### src/hdl/sfpc_pkg.sv
/*
  Shared constants and carriers for the serial flash erase, suspend and power control block.
  Assumes a single 250 MHz core clock that samples the host serial pins.
*/
//
// Contract
// - Opcodes C7h and 60h without address start a whole-array erase to all ones.
// - Whole-array erase is accepted only while the write latch flag is set.
// - Erase executes only if select rises right after the eighth opcode bit.
// - After select rises busy stays high for the self-timed erase, status still readable.
// - Finishing the whole-array erase clears the write latch flag.
// - Any protected page blocks the whole-array erase from starting.
// - Opcode 75h pauses an ongoing sector or block erase or page program.
// - During erase suspend, status write and all erase opcodes are refused.
// - During program suspend, status write and program opcodes are refused.
// - Suspend during a whole-array erase is ignored.
// - Suspend acts only with suspend flag clear and busy set.
// - Accepted suspend sets suspend flag at once, drops busy within suspend latency.
// - After power loss the suspend state is released and a stale resume ignored.
// - Resume needs suspend flag set and busy clear; clears flag, busy within 200ns.
// - Power-down opcode B9h needs select high after bit eight, enters after entry time.
// - While powered down only the release opcode is recognised.
// - The device always starts in normal mode after power-up.
// - Release opcode alone wakes the device after the wake time.
// - Release followed by three dummy bytes shifts the ID out MSB first, repeating.
// - Release or ID opcode while busy is ignored and leaves the cycle intact.
package sfpc_pkg;

  // ****************************************
  // Opcodes
  // ****************************************
  localparam logic [7:0] OP_ERASE_ALL_A = 8'hC7;
  localparam logic [7:0] OP_ERASE_ALL_B = 8'h60;
  localparam logic [7:0] OP_SUSPEND = 8'h75;
  localparam logic [7:0] OP_RESUME = 8'h7A;
  localparam logic [7:0] OP_POWER_DOWN = 8'hB9;
  localparam logic [7:0] OP_RELEASE = 8'hAB;
  localparam logic [7:0] OP_WRITE_ENABLE = 8'h06;
  localparam logic [7:0] OP_READ_STATUS = 8'h05;
  localparam logic [7:0] OP_WRITE_STATUS = 8'h01;
  localparam logic [7:0] OP_SECTOR_ERASE = 8'h20;
  localparam logic [7:0] OP_BLOCK32_ERASE = 8'h52;
  localparam logic [7:0] OP_BLOCK64_ERASE = 8'hD8;
  localparam logic [7:0] OP_SECURITY_ERASE = 8'h44;
  localparam logic [7:0] OP_PAGE_PROGRAM = 8'h02;
  localparam logic [7:0] OP_QUAD_PROGRAM = 8'h32;
  localparam logic [7:0] OP_SECURITY_PROGRAM = 8'h42;
  localparam logic [7:0] ERASED_BYTE = 8'hFF;

  // ****************************************
  // Timing
  // ****************************************
  localparam int CLK_PERIOD_PS = 4000;
  localparam int RESUME_BUSY_NS = 200;
  localparam int RESUME_BUSY_CYC = (RESUME_BUSY_NS * 1000) / CLK_PERIOD_PS;
  localparam int DUMMY_BYTES = 3;
  localparam int ID_START_BIT = 8 * (1 + DUMMY_BYTES);

  // ****************************************
  // Reset values
  // ****************************************
  localparam logic RST_WRITE_LATCH = 1'b0;
  localparam logic RST_SUSPEND = 1'b0;
  localparam logic RST_POWERED_DOWN = 1'b0;

  typedef enum {
    SFPC_IDLE,
    SFPC_ERASE_ALL,
    SFPC_OTHER_BUSY,
    SFPC_SUSPENDING,
    SFPC_SUSPENDED,
    SFPC_RESUMING,
    SFPC_PD_ENTER,
    SFPC_PD,
    SFPC_WAKE
  } sfpc_mode_e;

  // A four-state base lets this type travel on a wire port.
  typedef enum logic [1:0] {
    SFPC_OP_NONE,
    SFPC_OP_ERASE,
    SFPC_OP_PROGRAM
  } sfpc_kind_e;

  typedef struct packed {
    logic [5:0] protect_level;
    logic protect_top_bottom;
    logic protect_sector_granule;
    logic protect_complement;
  } sfpc_protect_s;

  typedef struct packed {
    logic busy;
    logic write_latch_flag;
    logic suspend_flag;
    logic powered_down;
  } sfpc_status_s;

  // A frame is one select-low period: its opcode and how many bits it carried.
  typedef struct packed {
    logic [7:0] opcode;
    logic [15:0] bit_count;
  } sfpc_frame_s;

  // Any set protect-level bit, or the complement bit, guards at least one page.
  function automatic logic sfpc_any_protected(input sfpc_protect_s p);
    return p.protect_complement ? 1'b1 : (p.protect_level != '0);
  endfunction

  function automatic logic sfpc_is_erase_op(input logic [7:0] op);
    return (op == OP_SECTOR_ERASE) || (op == OP_BLOCK32_ERASE) || (op == OP_BLOCK64_ERASE)
      || (op == OP_ERASE_ALL_A) || (op == OP_ERASE_ALL_B) || (op == OP_SECURITY_ERASE);
  endfunction

  function automatic logic sfpc_is_program_op(input logic [7:0] op);
    return (op == OP_PAGE_PROGRAM) || (op == OP_QUAD_PROGRAM) || (op == OP_SECURITY_PROGRAM);
  endfunction

endpackage

### src/hdl/sfpc_sync.sv
/*
  Two-flop synchroniser for the host pins.
  Assumes inputs are asynchronous to clk; only the second stage is read outside.
*/
`timescale 1ns/10ps
`default_nettype none
module sfpc_sync #(
  parameter int WIDTH = 3,
  parameter logic [WIDTH-1:0] INIT = '0
) (
  input wire logic clk,
  input wire logic rst,
  input wire logic [WIDTH-1:0] d,
  output logic [WIDTH-1:0] q
);
  typedef struct packed {
    logic [WIDTH-1:0] meta;
    logic [WIDTH-1:0] stable;
  } sfpc_sync_s;

  sfpc_sync_s st_r;
  sfpc_sync_s st_nxt;

  always_comb begin
    st_nxt.meta = d;
    st_nxt.stable = st_r.meta;
  end

  always_ff @(posedge clk or posedge rst) begin
    if (rst) begin
      st_r <= {INIT, INIT};
    end else begin
      st_r <= st_nxt;
    end
  end

  assign q = st_r.stable;
endmodule // sfpc_sync
`default_nettype wire

### src/hdl/sfpc_frame.sv
/*
  Serial front end: finds clock edges and select edges, shifts opcode bits,
  and shifts the device ID out on falling edges after the dummy bytes.
  Assumes synchronised pin levels from sfpc_sync.
*/
`timescale 1ns/10ps
`default_nettype none
module sfpc_frame
  import sfpc_pkg::*;
#(
  parameter logic [7:0] DEVICE_ID = 8'h5A  // Arbitrary neutral value.
) (
  input wire logic clk,
  input wire logic rst,
  input wire logic sel_n,
  input wire logic sck,
  input wire logic sdi,
  input wire logic id_enable,
  output sfpc_frame_s frame,
  output logic frame_start,
  output logic frame_end,
  output logic status_bit_edge,
  output logic sdo,
  output logic sdo_oe
);
  typedef struct packed {
    logic sel_n_d;
    logic sck_d;
    logic [7:0] opcode;
    logic [15:0] bit_count;
    logic [2:0] id_bit;
    logic sdo;
    logic sdo_oe;
  } sfpc_frame_state_s;

  sfpc_frame_state_s st_r;
  sfpc_frame_state_s st_nxt;
  logic rise;
  logic fall;

  always_comb begin
    st_nxt = st_r;
    rise = sck & ~st_r.sck_d;
    fall = ~sck & st_r.sck_d;
    st_nxt.sel_n_d = sel_n;
    st_nxt.sck_d = sck;
    if (st_r.sel_n_d & ~sel_n) begin
      st_nxt.opcode = '0;
      st_nxt.bit_count = '0;
      st_nxt.id_bit = 3'h7;
    end else if (!sel_n && rise) begin
      if (st_r.bit_count < 16'h0008) begin
        st_nxt.opcode = {st_r.opcode[6:0], sdi};
      end
      if (st_r.bit_count != 16'hFFFF) begin
        st_nxt.bit_count = st_r.bit_count + 16'h0001;
      end
    end
    if (!sel_n && fall && id_enable && (st_r.opcode == OP_RELEASE)
        && (st_r.bit_count >= 16'(ID_START_BIT))) begin
      st_nxt.sdo = DEVICE_ID[st_r.id_bit];
      st_nxt.sdo_oe = 1'b1;
      st_nxt.id_bit = st_r.id_bit - 3'h1;
    end
    if (sel_n) begin
      st_nxt.sdo_oe = 1'b0;
      st_nxt.sdo = 1'b0;
    end
  end

  always_ff @(posedge clk or posedge rst) begin
    if (rst) begin
      st_r <= '{sel_n_d: 1'b1, sck_d: 1'b0, opcode: 8'h00, bit_count: 16'h0000,
                id_bit: 3'h7, sdo: 1'b0, sdo_oe: 1'b0};
    end else begin
      st_r <= st_nxt;
    end
  end

  assign frame.opcode = st_r.opcode;
  assign frame.bit_count = st_r.bit_count;
  assign frame_start = st_r.sel_n_d & ~sel_n;
  assign frame_end = ~st_r.sel_n_d & sel_n;
  assign status_bit_edge = fall;
  assign sdo = st_r.sdo;
  assign sdo_oe = st_r.sdo_oe;
endmodule // sfpc_frame
`default_nettype wire

### src/hdl/sfpc_top.sv
/*
  Command control for whole-array erase, suspend and resume, power-down and
  release with device ID readout, inside a serial flash.
  Assumes a host SPI controller on select, clock and data; other operations
  (sector erase, program, status write) run elsewhere and report through
  other_busy_start and other_done, and other_kind tells erase from program.
*/
`timescale 1ns/10ps
`default_nettype none
module sfpc_top
  import sfpc_pkg::*;
#(
  parameter int ERASE_ALL_CYC = 8192,
  parameter int SUSPEND_LATENCY_CYC = 5000,
  parameter int POWER_DOWN_ENTRY_CYC = 750,
  parameter int WAKE_CYC = 750,
  parameter int WAKE_WITH_ID_TIME_CYC = 450,
  parameter logic [7:0] DEVICE_ID = 8'h5A  // Arbitrary neutral value.
) (
  input wire logic clk,
  input wire logic rst,
  input wire logic sel_n,
  input wire logic sck,
  input wire logic sdi,
  input wire sfpc_pkg::sfpc_protect_s protect,
  input wire logic write_enable_set,
  input wire logic other_busy_start,
  input wire sfpc_pkg::sfpc_kind_e other_kind,
  input wire logic other_done,
  output logic sdo,
  output logic sdo_oe,
  output sfpc_pkg::sfpc_status_s status,
  output logic erase_all_fill,
  output logic [7:0] erase_all_value,
  output logic op_pause,
  output sfpc_pkg::sfpc_kind_e suspended_kind,
  output logic cmd_refused,
  output logic [7:0] accepted_opcode,
  output logic accepted_strobe
);
  import sfpc_pkg::*;

  if (ERASE_ALL_CYC < 1 || SUSPEND_LATENCY_CYC < 1 || POWER_DOWN_ENTRY_CYC < 1
      || WAKE_CYC < 1 || WAKE_WITH_ID_TIME_CYC < 1) begin : g_bad_counts
    $error("sfpc_top: every cycle count must be at least one");
  end

  // ****************************************
  // Pin synchronisation and framing
  // ****************************************
  logic [2:0] pins_s;
  sfpc_frame_s frame;
  logic frame_end;
  logic fr_sdo;
  logic fr_sdo_oe;
  logic id_enable;

  sfpc_sync #(.WIDTH(3), .INIT(3'b100)) u_sync (
    .clk(clk),
    .rst(rst),
    .d({sel_n, sck, sdi}),
    .q(pins_s)
  );

  sfpc_frame #(.DEVICE_ID(DEVICE_ID)) u_frame (
    .clk(clk),
    .rst(rst),
    .sel_n(pins_s[2]),
    .sck(pins_s[1]),
    .sdi(pins_s[0]),
    .id_enable(id_enable),
    .frame(frame),
    .frame_start(),
    .frame_end(frame_end),
    .status_bit_edge(),
    .sdo(fr_sdo),
    .sdo_oe(fr_sdo_oe)
  );

  // ****************************************
  // State
  // ****************************************
  typedef struct packed {
    sfpc_mode_e mode;
    sfpc_kind_e kind;
    logic write_latch_flag;
    logic suspend_flag;
    logic [31:0] count;
    logic id_wake;
    logic sdo;
    logic sdo_oe;
    logic fill;
    logic refused;
    logic [7:0] acc_op;
    logic acc_strobe;
  } sfpc_state_s;

  sfpc_state_s st_r;
  sfpc_state_s st_nxt;
  logic busy_now;
  logic exact_eight;
  logic [7:0] op;

  // Status reads are not decoded here; the frame's readout is only the ID.
  // The ID stays off while busy or while entering or leaving power-down; in power-down
  // it is served, since the same frame that reads it also wakes the device.
  assign id_enable = (st_r.mode == SFPC_IDLE) || (st_r.mode == SFPC_SUSPENDED)
    || (st_r.mode == SFPC_PD);

  always_comb begin
    st_nxt = st_r;
    op = frame.opcode;
    exact_eight = (frame.bit_count == 16'h0008);
    busy_now = (st_r.mode == SFPC_ERASE_ALL) || (st_r.mode == SFPC_OTHER_BUSY)
      || (st_r.mode == SFPC_SUSPENDING) || (st_r.mode == SFPC_RESUMING);
    st_nxt.refused = 1'b0;
    st_nxt.acc_strobe = 1'b0;
    st_nxt.fill = 1'b0;
    st_nxt.sdo = fr_sdo;
    st_nxt.sdo_oe = fr_sdo_oe;
    if (st_r.count != '0) begin
      st_nxt.count = st_r.count - 32'd1;
    end

    if (write_enable_set && !busy_now && (st_r.mode != SFPC_PD)
        && (st_r.mode != SFPC_PD_ENTER) && (st_r.mode != SFPC_WAKE)) begin
      st_nxt.write_latch_flag = 1'b1;
    end

    case (st_r.mode)
      SFPC_IDLE, SFPC_SUSPENDED: begin
        if (other_busy_start && st_r.mode == SFPC_IDLE) begin
          st_nxt.mode = SFPC_OTHER_BUSY;
          st_nxt.kind = other_kind;
        end else if (frame_end && exact_eight) begin
          if ((op == OP_ERASE_ALL_A) || (op == OP_ERASE_ALL_B)) begin
            if (st_r.mode == SFPC_SUSPENDED) begin
              st_nxt.refused = 1'b1;
            end else if (!st_r.write_latch_flag) begin
              st_nxt.refused = 1'b1;
            end else if (sfpc_any_protected(protect)) begin
              st_nxt.refused = 1'b1;
            end else begin
              st_nxt.mode = SFPC_ERASE_ALL;
              st_nxt.count = 32'(ERASE_ALL_CYC);
              st_nxt.fill = 1'b1;
            end
          end else if ((op == OP_RESUME) && (st_r.mode == SFPC_SUSPENDED)
                       && st_r.suspend_flag) begin
            st_nxt.suspend_flag = 1'b0;
            st_nxt.mode = SFPC_RESUMING;
            st_nxt.count = 32'(RESUME_BUSY_CYC);
          end else if (op == OP_POWER_DOWN) begin
            st_nxt.mode = SFPC_PD_ENTER;
            st_nxt.count = 32'(POWER_DOWN_ENTRY_CYC);
          end else if (op == OP_RELEASE) begin
            st_nxt.acc_strobe = 1'b1;
          end
        end else if (frame_end && exact_eight && st_r.mode == SFPC_SUSPENDED) begin
          st_nxt.refused = 1'b1;
        end
        // Forwarded opcodes other blocks act on: status write always, erase or program by the suspend kind.
        if (frame_end && (frame.bit_count >= 16'h0008) && st_r.mode == SFPC_SUSPENDED) begin
          if ((op == OP_WRITE_STATUS)
              || ((st_r.kind == SFPC_OP_ERASE) && sfpc_is_erase_op(op))
              || ((st_r.kind == SFPC_OP_PROGRAM) && sfpc_is_program_op(op))) begin
            st_nxt.refused = 1'b1;
          end
        end
      end
      SFPC_ERASE_ALL: begin
        // Suspend arriving here is simply not decoded.
        if (st_r.count == 32'd1) begin
          st_nxt.mode = SFPC_IDLE;
          st_nxt.write_latch_flag = 1'b0;
        end
      end
      SFPC_OTHER_BUSY: begin
        if (other_done) begin
          st_nxt.mode = SFPC_IDLE;
          st_nxt.kind = SFPC_OP_NONE;
          st_nxt.write_latch_flag = 1'b0;
        end else if (frame_end && exact_eight && (op == OP_SUSPEND)
                     && !st_r.suspend_flag && (st_r.kind != SFPC_OP_NONE)) begin
          st_nxt.suspend_flag = 1'b1;
          st_nxt.mode = SFPC_SUSPENDING;
          st_nxt.count = 32'(SUSPEND_LATENCY_CYC);
        end
      end
      SFPC_SUSPENDING: begin
        if (st_r.count == 32'd1) begin
          st_nxt.mode = SFPC_SUSPENDED;
        end
      end
      SFPC_RESUMING: begin
        if (st_r.count <= 32'd1) begin
          st_nxt.mode = SFPC_OTHER_BUSY;
        end
      end
      SFPC_PD_ENTER: begin
        if (st_r.count == 32'd1) begin
          st_nxt.mode = SFPC_PD;
        end
      end
      SFPC_PD: begin
        // Only the release opcode is decoded here.
        if (frame_end && (op == OP_RELEASE) && (frame.bit_count >= 16'h0008)) begin
          st_nxt.mode = SFPC_WAKE;
          st_nxt.id_wake = (frame.bit_count >= 16'(ID_START_BIT));
          st_nxt.count = (frame.bit_count >= 16'(ID_START_BIT))
            ? 32'(WAKE_WITH_ID_TIME_CYC) : 32'(WAKE_CYC);
        end
      end
      SFPC_WAKE: begin
        if (st_r.count == 32'd1) begin
          st_nxt.mode = SFPC_IDLE;
          st_nxt.id_wake = 1'b0;
        end
      end
      default: begin
        st_nxt.mode = SFPC_IDLE;
      end
    endcase

    if (frame_end && (frame.bit_count >= 16'h0008)
        && (st_r.mode != SFPC_PD) && (st_r.mode != SFPC_WAKE)) begin
      st_nxt.acc_op = op;
    end
  end

  // Reset stands for power-up, so the suspend state and power-down always clear here.
  always_ff @(posedge clk or posedge rst) begin
    if (rst) begin
      st_r <= '{mode: SFPC_IDLE, kind: SFPC_OP_NONE,
                write_latch_flag: RST_WRITE_LATCH,
                suspend_flag: RST_SUSPEND,
                count: 32'd0, id_wake: 1'b0, sdo: 1'b0, sdo_oe: 1'b0, fill: 1'b0,
                refused: 1'b0, acc_op: 8'h00, acc_strobe: 1'b0};
    end else begin
      st_r <= st_nxt;
    end
  end

  // ****************************************
  // Outputs
  // ****************************************
  logic busy_r;
  logic pd_r;
  logic pause_r;
  always_ff @(posedge clk or posedge rst) begin
    if (rst) begin
      busy_r <= 1'b0;
      pd_r <= RST_POWERED_DOWN;
      pause_r <= RST_SUSPEND;
    end else begin
      pause_r <= (st_nxt.mode == SFPC_SUSPENDED);
      busy_r <= (st_nxt.mode == SFPC_ERASE_ALL) || (st_nxt.mode == SFPC_OTHER_BUSY)
        || (st_nxt.mode == SFPC_SUSPENDING);
      pd_r <= (st_nxt.mode == SFPC_PD) || (st_nxt.mode == SFPC_WAKE);
    end
  end

  assign status.busy = busy_r;
  assign status.write_latch_flag = st_r.write_latch_flag;
  assign status.suspend_flag = st_r.suspend_flag;
  assign status.powered_down = pd_r;
  assign sdo = st_r.sdo;
  assign sdo_oe = st_r.sdo_oe;
  assign erase_all_fill = st_r.fill;
  assign erase_all_value = ERASED_BYTE;
  assign op_pause = pause_r;
  assign suspended_kind = st_r.kind;
  assign cmd_refused = st_r.refused;
  assign accepted_opcode = st_r.acc_op;
  assign accepted_strobe = st_r.acc_strobe;
endmodule // sfpc_top
`default_nettype wire

### config.mk
export PLATFORM = sky130hd
export DESIGN_NAME = sfpc_top
export DESIGN_NICKNAME = d
export VERILOG_FILES = /design/src/hdl/sfpc_pkg.sv /design/src/hdl/sfpc_sync.sv /design/src/hdl/sfpc_frame.sv /design/src/hdl/sfpc_top.sv
export SDC_FILE = /design/constraint.sdc
export NUM_CORES = 1
export LEC_CHECK = 0
export ABC_AREA = 0
export BUFFER_PORTS_ARGS = -buffer_cell sky130_fd_sc_hd__buf_2
export CAP_MARGIN = 20
export CORE_MARGIN = 3
export CORE_UTILIZATION = 39
export DETAILED_ROUTE_END_ITERATION = 7
export PLACE_DENSITY = 0.58
export SYNTH_ARGS = -nofsm -noshare
export SYNTH_HDL_FRONTEND = slang
export SYNTH_SLANG_ARGS = --single-unit
### constraint.sdc
create_clock -name clk -period 6.93 [get_ports clk]
set_input_delay 1.0395 -clock clk [delete_from_list [all_inputs] [get_ports clk]]
set_output_delay 1.0395 -clock clk [all_outputs]
set_load 0.1 [all_outputs]
==> results.toml <==
[synth]
async_flop_share = 1.00
synth_cell_types = 78
synth_top_family_by_area = "simple AND/OR/NAND/NOR gates"
synth_seq_cells = 121
synth_compound_area_frac = 0.104
yosys_warnings = 0
synthAdderAreaFrac = 0.0121
synth-simple-area-share = 0.253
synthMuxAreaShare = 0.0304
synthXorXnorAreaFrac = 0.0549
syn_area_um2 = 6220
synth_ff_type = "dfrtp_1"
syn_area_per_cell_um2 = 9.78
synth-edff-count = 0
netlist_instances = 636
synth-seq-area-share = 0.488

[global_routing]
grt_max_degree = 66
antenna_found_initial = 0
grtUsageTotal = 0.168
gr-total-overflow = 0
grt_pass1_wl_mm = 23.7
first_global_vias = 4870

[sta]
worst_slew_pin_slew_ps = 990
fin_skew_ps = 8.39
finalHoldViolCount = 0
relSlewSlack = 0.340
fin_crit_sh = 0.504
fin_crit_ps = 3490
final-max-slew-violation-count = 0
setup_viol_count_final = 0
tns_ps = 0
grt_setup_unrepaired = "false"
fmax_mhz = 286

[critical_path]
start_kind = "flop"
cp_top_family = "simple AND/OR/NAND/NOR gates"
max_stage_delay_ps = 750
worstPathCellList = "nor4_1, and4_1, nand2_2, or4_1, and3_1, a21oi_2, nor3_1"
cp.arrival_ps = 3750
r2r_start = "st_r[56]"
r2r_cells = 7
critPathKind = "reg2reg"
crit_cells = 7
crit_fanout = 21
required_ps = 7180
critPathSlowestCell = "or4_1"
startpoint = "st_r[56]"
cp-end-kind = "flop"
critPathBufInv = 0

[route]
wl_per_cell_um = 15.5
drc = 0
antenna_left = 0
drt-initial-drc-count = 317
firstDrtPassIters = 5
num_vias = 4858
via_per_inst = 5.40
wirelength_mm = 13.9

[place]
io_buffers = 36
post-dp-hpwl_mm = 10.0
place_congestion = 0.950

[cells_and_area]
nets = 701
n_fill_cell = 1511
area_growth_pct = 15.0
drive_gt1_frac = 0.151
final_util = 0.464
n_antenna_cell = 0

[cts]
cts_tree = "built"
insertion_delay_ps = 420
cts-htree-levels = 4
clockBufferDepth = 2
post_cts_resize_count = 0
postCtsSetupRepairBufs = 0
cts_made_buffers = 17
cts_root_buf = "clkbuf_16"
clk_pin_slew_ps = 60
clock-sinks = 121
postCtsHoldBufs = 0

[status]
status = "complete, no violations"

[die]
die_h_um = 132
core_area_um2 = 15400
start_util = 0.403
die_area_um2 = 17500
num_rows = 45
pin_count = 47
die_x_um = 132

[flow_run]
max-cap-violations = 0

[pwr]
p_clk_frac = 0.546
p_sw_w = 0.000379
switching_share = 0.218
p_int_w = 0.00136
leakage_nw = 3.14
p_seq_frac = 0.420
combPwrFrac = 0.035
power.density_nw_per_um2 = 243
ir_worst_vdd_v = 0.000210

[min_path]
hold_depth = 0
hp-class = "reg2reg"
hp-start = "u_sync.st_nxt[0]"
==> worst register-to-register path, cell delays in order, from the launching register on <==
cell and delay, ps:
dfrtp_1 350, nor4_1 390, and4_1 450, nand2_2 210, or4_1 750, and3_1 280, a21oi_2 720, nor3_1 170
==> layout make-up <==
class / instances / area (um2) / share of cell area
flip-flops and latches: 121 / 3040 / 0.424
clock inverters: 13 / 191 / 0.0268
clock buffers: 19 / 453 / 0.0633
well taps: 211 / 264 / 0.0369
multi-input cells: 484 / 2960 / 0.414
repair buffers: 39 / 200 / 0.0280
inverters: 13 / 51.3 / 0.00717
==> metal layers <==
layer	GRT usage	vias to the layer above	routed length [um]
li1	-	2316	-
met1	0.223	2402	6400
met2	0.260	117	6520
met3	0.0408	23	758
met4	0.0768	0	263
met5	0	-	0
==> placed cells by master (no fill, tap or decap), drive strengths merged, types with 19 or more instances in the layout <==
master  count
a21oi      27
buf        39
clkbuf     19
conb       36
dfrtp     115
nand2      34
nand3      27
nor2       76
nor4       28
o21ai      27
xnor2      21
==> flip-flops by register name (all words and copies together), names as in the netlist, 2 cells and up <==
register / flops
st_r: 64
u_sync.q: 3
u_frame.st_r: 5
u_sync.st_nxt: 3
u_frame.frame: 24
accepted_opcode: 8
status: 2
suspended_kind: 2
==> metrics by stage <==
stage                     cell area [um2]  cells  hold WS (ps)  worst slack, ps  total power [W]
after global routing                 7150    900           363             3210          0.00179
final                                7150    900           349             3440          0.00174
after detailed placement             6510    868           338             3310         0.000803
after floorplan                      6350    670           331             2690         0.000790
after global placement               6500    867           334             3360         0.000800
after CTS                            7150    900           351             3450          0.00176
==> Yosys cell counts, types with 3 or more instances <==
master      n  share of area
nor3_1     18          0.014
mux2i_1    11          0.018
and2_1      5         0.0050
nand4b_1    7         0.0099
clkbuf_1   19          0.011
buf_6       3         0.0054
a31oi_1     5         0.0050
or3_1       8         0.0080
nor3b_1     6         0.0072
buf_4      22          0.027
and3_1     15          0.015
ha_1        6          0.012
a21oi_1    26          0.021
xnor2_1    21          0.030
inv_1      13         0.0078
nor4b_1     5         0.0070
nand4_1    12          0.012
dfstp_2     6          0.025
a211oi_1    7         0.0084
or2_2       6         0.0060
o41ai_1     3         0.0042
dfrtp_1   115           0.46
o211ai_1    3         0.0036
nor4_1     27          0.027
o21ai_0    26          0.021
nor2_1     76          0.046
nand3_1    26          0.021
buf_2       5         0.0040
xor2_1     18          0.025
or4_1       4         0.0048
nand2b_1    5         0.0050
nor2b_1     7         0.0070
nand2_1    33          0.020
and4_1      9          0.013
mux2_2      7          0.013
==> worst paths after layout <==
check	to	slack, ps
setup / recovery	st_r[14]	3440
setup reg to reg	st_r[14]	3440
max in group asynchronous	u_frame.frame[4]	4930
min in group asynchronous	busy_r	740
hold reg to reg	u_sync.q[0]	350
hold / removal	u_sync.q[0]	350
==> power by group through the flow <==
stage / sequential, W / clock (W) / combinational (W)
finish: 0.000729 / 0.000947 / 0.0000603
global route: 0.000731 / 0.000996 / 0.0000684
CTS: 0.000729 / 0.000965 / 0.0000615
detailed placement: 0.000741 / 0 / 0.0000613
global placement: 0.000740 / 0 / 0.0000600
floorplan: 0.000738 / 0 / 0.0000526
==> cell families (layout without fill, tap and decap cells) <==
family	after synthesis	after routing
xor gates and xnor gates	39	39
DFF	121	121
buffers and inverters	65	84
and+or+nand+nor	286	286
muxes	18	18
adders and majority gates	6	6
other	2	36
AOI/OAI and AO/OA	99	99
Power figures use the tool's default switching activity.
